### src/hw/mac_pkg.sv
// shared types and constants of the mode based access checker
package mac_pkg;

    // ************************************************************
    // cpu modes, request fields
    // ************************************************************
    typedef enum logic [2:0] {
        MODE_BOOT = 3'h0,
        MODE_TEST = 3'h1,
        MODE_FW = 3'h2,
        MODE_SYS = 3'h3,
        MODE_USER = 3'h4
    } mac_mode_type;

    localparam logic [1:0] SRC_CPU = 2'h0;
    localparam logic [1:0] SRC_COPY = 2'h1;
    localparam logic [1:0] SRC_COPROC = 2'h2;

    localparam logic [1:0] OP_READ = 2'h0;
    localparam logic [1:0] OP_WRITE = 2'h1;
    localparam logic [1:0] OP_EXEC = 2'h2;

    localparam logic [2:0] SP_ROM = 3'h0;
    localparam logic [2:0] SP_EE = 3'h1;
    localparam logic [2:0] SP_RAM = 3'h2;
    localparam logic [2:0] SP_SFR = 3'h3;
    localparam logic [2:0] SP_OPRAM = 3'h4;

    // register groups
    localparam logic [3:0] GRP_GEN = 4'h0;
    localparam logic [3:0] GRP_BANK = 4'h1;
    localparam logic [3:0] GRP_SEGCFG = 4'h2;
    localparam logic [3:0] GRP_SYSMGT = 4'h3;
    localparam logic [3:0] GRP_CSR = 4'h4;
    localparam logic [3:0] GRP_SMPTR = 4'h5;
    localparam logic [3:0] GRP_FWCFG = 4'h6;
    localparam logic [3:0] GRP_FWOWN = 4'h7;
    localparam logic [3:0] GRP_TEST = 4'h8;
    localparam logic [3:0] GRP_HW = 4'h9;
    localparam logic [3:0] GRP_CLKSEL = 4'ha;
    localparam logic [3:0] GRP_KEY = 4'hb;

    // ************************************************************
    // memory partition limits (first address above each part; secure eeprom bounds inclusive)
    // ************************************************************
    localparam logic [15:0] ROM_TEST_END = 16'h1000;
    localparam logic [15:0] ROM_FW_END = 16'h4000;
    localparam logic [15:0] EE_FW_END = 16'h2000;
    localparam logic [15:0] EE_SEC_LO = 16'hff00;
    localparam logic [15:0] EE_SEC_HI = 16'hffff;
    localparam logic [15:0] RAM_FW_END = 16'h0800;

    localparam int SEG_COUNT = 64;
    localparam int SEG_IDX_W = 6;
    localparam int HW_GRPS = 16;
    localparam logic [15:0] SEG_PTR_RESET = 16'h0000;

    typedef struct packed {
        logic [1:0] src;
        logic [1:0] op;
        logic [2:0] space;
        logic [3:0] grp;
        logic [3:0] hw_idx;
        logic [15:0] addr;
        logic [5:0] seg;
        logic exec_ee;
    } mac_req_type;

    typedef struct packed {
        logic r;
        logic w;
        logic x;
        logic [15:0] hw;
    } mac_seg_type;

endpackage : mac_pkg

### src/hw/mac_cm_mode.sv
// copy machine mode holder: mode is frozen at start until done
`timescale 1ns/10ps
`default_nettype none
module mac_cm_mode (
    input wire logic i_clk,
    input wire logic i_rst_n,
    input wire logic i_start,
    input wire logic i_done,
    input wire mac_pkg::mac_mode_type i_cpu_mode,
    output logic o_busy,
    output mac_pkg::mac_mode_type o_mode
);
    import mac_pkg::*;

    always_ff @(posedge i_clk or negedge i_rst_n) begin
        if (!i_rst_n) begin
            o_busy <= 1'b0;
            o_mode <= MODE_BOOT;
        end else if (i_start && !o_busy) begin
            o_busy <= 1'b1;
            o_mode <= i_cpu_mode;
        end else if (i_done) begin
            o_busy <= 1'b0;
        end
    end

    // ************************************************************
    // checks
    // ************************************************************
    // mode held busy
    property p_cm_hold;
        @(posedge i_clk) disable iff (!i_rst_n)
        o_busy && !i_done |=> $stable(o_mode);
    endproperty
    a_cm_hold: assert property (p_cm_hold)
        else $error("copy machine mode changed during transfer");

endmodule : mac_cm_mode
`default_nettype wire

### config.mk
export PLATFORM = sky130hd
export DESIGN_NAME = mac_cm_mode
export DESIGN_NICKNAME = d
export VERILOG_FILES = /design/src/hw/mac_pkg.sv /design/src/hw/mac_cm_mode.sv
export SDC_FILE = /design/constraint.sdc
export NUM_CORES = 1
export LEC_CHECK = 0
export ABC_AREA = 1
export BUFFER_PORTS_ARGS = -buffer_cell sky130_fd_sc_hd__buf_2
export CORE_AREA = 2 2 39 41
export CTS_CLUSTER_DIAMETER = 100
export DETAILED_ROUTE_END_ITERATION = 10
export DIE_AREA = 0 0 41 43
export PLACE_DENSITY = 0.38
export SYNTH_ARGS = -nofsm -noshare
export SYNTH_HDL_FRONTEND = slang
export SYNTH_SLANG_ARGS = --single-unit
### constraint.sdc
create_clock -name i_clk -period 0.8 [get_ports i_clk]
set_clock_uncertainty 0.15 [all_clocks]
set_input_delay 0 -clock i_clk [delete_from_list [all_inputs] [get_ports i_clk]]
set_output_delay 0 -clock i_clk [all_outputs]
set_load 0.05 [all_outputs]
Word level (Yosys, flattened, before mapping)
Index checks and enable logic that the tools add are counted.
- muxes and demuxes: 2
- reductions and logical operators: 3
- operators by type and width (operator ; number):
    $mux W1 ; 2
    $reduce_bool A2 Y1 ; 1
    $logic_and A1 B1 Y1 ; 1
    $logic_not A1 Y1 ; 1
- bits in registers: 4
- bits of input ports: 7
- output and inout bits: 4
- logic and storage cells: 7

Depth between registers and ports, before layout
- word-level depth: 3
- mapped depth: 4
- depth with buffers taken out: 4

Least setup slack after synthesis
No wires, ideal clock.
- path kind: register to register
- from: register o_busy
- to: register o_busy
- setup time: 0.127 ns
- data arrival time: 0.889 ns
- required time: 0.523 ns
- slack: -0.365 ns
- stages on the path, launching flop included: 4
- path buffers: 0
- clock period less this slack: 1.165 ns
- cells stage by stage: dfrtp_1 > inv_2 > nand2_2 > o21ai_0
- longest elaborated chain between the ends: 3
- elaborated cells between the ends (all ways): 4
- those cells by class: mux: 1; reduce/logical: 3
- RTL lines (element ; line ; source):
    start, declared ; mac_cm_mode.sv:10 ; output logic o_busy,
    start signal, assigned ; mac_cm_mode.sv:17 ; o_busy <= 1'b0;
    start signal, assigned ; mac_cm_mode.sv:20 ; o_busy <= 1'b1;
    start signal, assigned ; mac_cm_mode.sv:23 ; o_busy <= 1'b0;
    $logic_not A1 Y1 (*) ; mac_cm_mode.sv:19 ; end else if (i_start && !o_busy) begin
    $logic_and A1 B1 Y1 (*) ; mac_cm_mode.sv:19 ;
    $mux W1 or $reduce_bool A2 Y1 (tied branches) ; n/a ;
Every way passes the cells marked *; elsewhere a longest branch is shown, timed or not.
A chain may end at the register's enable or synchronous reset.

Final worst setup path
- from: register o_busy
- to: output port o_busy
No word-level cell between the ends.

==> flow_summary.yaml <==
outcome:
  outcome: "complete, but fails checks"
  violations: "negative hold slack, negative setup slack"
setup_path:
  crit_cells: 1
  worstSetupStartpointType: "flip-flop"
  r2r_setup_slack_ns: -0.14
  reg2reg_to: "o_mode[2]"
  rr_worst_depth: 4
  cpLargestDelayFamily: "flip-flops"
  r2r_start: "o_busy"
  cp.required_ns: 0.65
  crit_slowest_cell: "dfrtp_2"
  path_cells: "buf_6"
  cpPeakStageDelay_ns: 0.42
  cp_max_fo: 2
  crit_type: "reg2out"
  path_buf_inv: 1
  endpoint_kind: "output port"
  cp.arrival_ns: 0.82
clocking:
  hold_buffers: 2
  path_clk_slew_ns: 0.04
  clk_latency_ns: 0.24
  cts_tree: "done"
  clockRootBuffer: "clkbuf_4"
  clockBufferDepth: 2
  cts.sinks: 4
  htreeDepth: 1
  cts_made_buffers: 3
yosys:
  yosys_warnings: 0
  synthAdderAreaFrac_pct: 0
  synth_compound_area_share_pct: 3.28
  ys_ff_latch: 4
  yosysUniqueCellTypes: 6
  synth_simple_gate_area_share_pct: 28.7
  synth.avg_cell_area_um2: 9.54
  synth_top_family_by_area: "simple AND/OR/NAND/NOR gates"
  syn_nets: 23
  yosys.area_share.xor_xnor_pct: 0
  synthMuxAreaShare_pct: 0
  seq_area_frac_synth_pct: 65.6
  netlist_area_um2: 153
  syn_inst: 16
layout:
  syn2layout_area_growth_pct: 117
  final_cell_area_um2: 332
  drive_gt1_share_pct: 60.0
  diodes: 0
  n_fill_cell: 160
  num-nets-final: 43
route:
  routed.top_layer: "met4"
  detail_route.vias_per_cell: 3.41
  drt-met1-wl_um: 182
  dr_wl_met3_um: 46
  ant_nets: 0
  route.detailed.drc: 0
  wl_met2_um: 145
  drt_iter0_drc: 11
  vias: 174
  wl_um: 396
  dr.pass1.iters: 4
  avgRoutedWirePerCell_um: 7.76
power:
  finalPower_uw: 917
  ir_drop_uv: 414
  p_leak_uw: 0.000173
  power_density_nw_per_um2: 2760
placed_design:
  portBuffers: 10
  dpl_cell_area_um2: 224
  place_congestion: 0.668
grt:
  grt_first_pass_wirelength_um: 676
  grt_overflow: 0
  grt_usage_pct: 6.24
  grt_max_degree: 6
  antenna_found_initial: 0
  grt_pass1_vias: 179
sta:
  hold_viol_final: 8
  slew_headroom_pct: 92.8
  fmax_ghz: 1.03
  tightestPinTransition_ns: 0.109
  hold_ws_ns: -0.127
  setup_ws_ns: -0.168
  fin_crit_ns: 0.968
  finalCritPeriodShare_pct: 121
  finalSetupViolCount: 8
  rsz0062_at_grt: "true"
  slew_violations: 0
hold_path:
  min_to: "o_mode[1]"
  hold_class: "in2reg"
  holdPathStages: 3
  hp-start: "i_cpu_mode[1]"
floorplan:
  boundaryPins: 11
  die_area_um2: 1760
  core_um2: 1380
  dieWidth_um: 41
  row_count: 14
  die_h_um: 43
  start_util_pct: 11.0
job:
  maxCapViolations: 0
[layout make-up]
type                       count  area [µm²]  area share [%]
inverter                       1        6.26            1.89
tap                           16        20.0            6.04
multi-input combinational     11        60.1            18.1
timing repair buffer          15         118            35.5
sequential                     4         101            30.6
clock buffer                   4        26.3            7.92
[cells by family (layout without fill, tap and decap cells)]
family / Yosys count / in the layout
AND/OR/NAND/NOR: 10 / 10
AO/OA/AOI/OAI: 1 / 1
flip-flops: 4 / 4
buffers and inverters: 1 / 20
[power by group]
| group | leakage, µW | switching (µW) | internal (µW) |
|---|---|---|---|
| Sequential | 0.0000479 | 30.6 | 244 |
| Clock | 0.0000150 | 85.7 | 187 |
| Combinational | 0.000111 | 217 | 152 |
[layout by cell type (no fill, tap or decap)]
cell           netlist  layout
buf_2                0       6
nand2_1              6       5
buf_6                0       4
nand3_1              3       3
clkbuf_4             0       3
dfrtp_1              4       3
buf_4                0       3
dlygate4sd3_1        0       2
inv_4                0       1
nand2_4              0       1
nand2_2              1       1
o21ai_2              0       1
clkbuf_1             0       1
dfrtp_2              0       1
[metrics by stage]
| step | setup TNS [ns] | utilization, % | hold slack (ns) | worst slack (ns) | instances |
|---|---|---|---|---|---|
| floorplan | -0.959 | - | -0.446 | -0.246 | 16 |
| global placement | -0.409 | 16.2 | -0.343 | -0.120 | 42 |
| detailed placement | -0.393 | 16.2 | -0.343 | -0.113 | 42 |
| CTS | -1.07 | 23.0 | -0.139 | -0.162 | 51 |
| global route | -1.24 | 24.0 | -0.119 | -0.193 | 51 |
| finish | -0.984 | 24.0 | -0.127 | -0.168 | 51 |
[worst max-delay path by stage]
stage               slack, ns  startpoint        end
global placement        -0.12      o_busy  o_mode[0]
CTS                     -0.16      o_busy     o_busy
detailed placement      -0.11      o_busy  o_mode[0]
global route            -0.19      o_busy     o_busy
finish                  -0.17      o_busy     o_busy
floorplan               -0.25      o_busy  o_mode[0]
[layer usage]
layer  vias up  track usage [%]
met2        15             6.25
li1         88                -
met3         2                0
met1        69             8.74
met4         0             10.0
met5         -                0
[synth_stat cells]
cell	count	area share [%]
dfrtp_1	4	66
inv_2	1	2.5
nand2_1	6	15
nand2_2	1	4.1
nand3_1	3	9.8
o21ai_0	1	3.3
[flip-flops by register name (all words and copies together) (netlist names)]
register  flops
o_mode        3
o_busy        1
[repair_timing]
item / CTS / global route
setup endpoints to repair: 8 / 8
endpoints found under the hold margin: 8 / 8
buffers inserted: 3 / 0
gates resized for setup: 9 / 4
No activity file was read; power rests on OpenSTA's default activity.
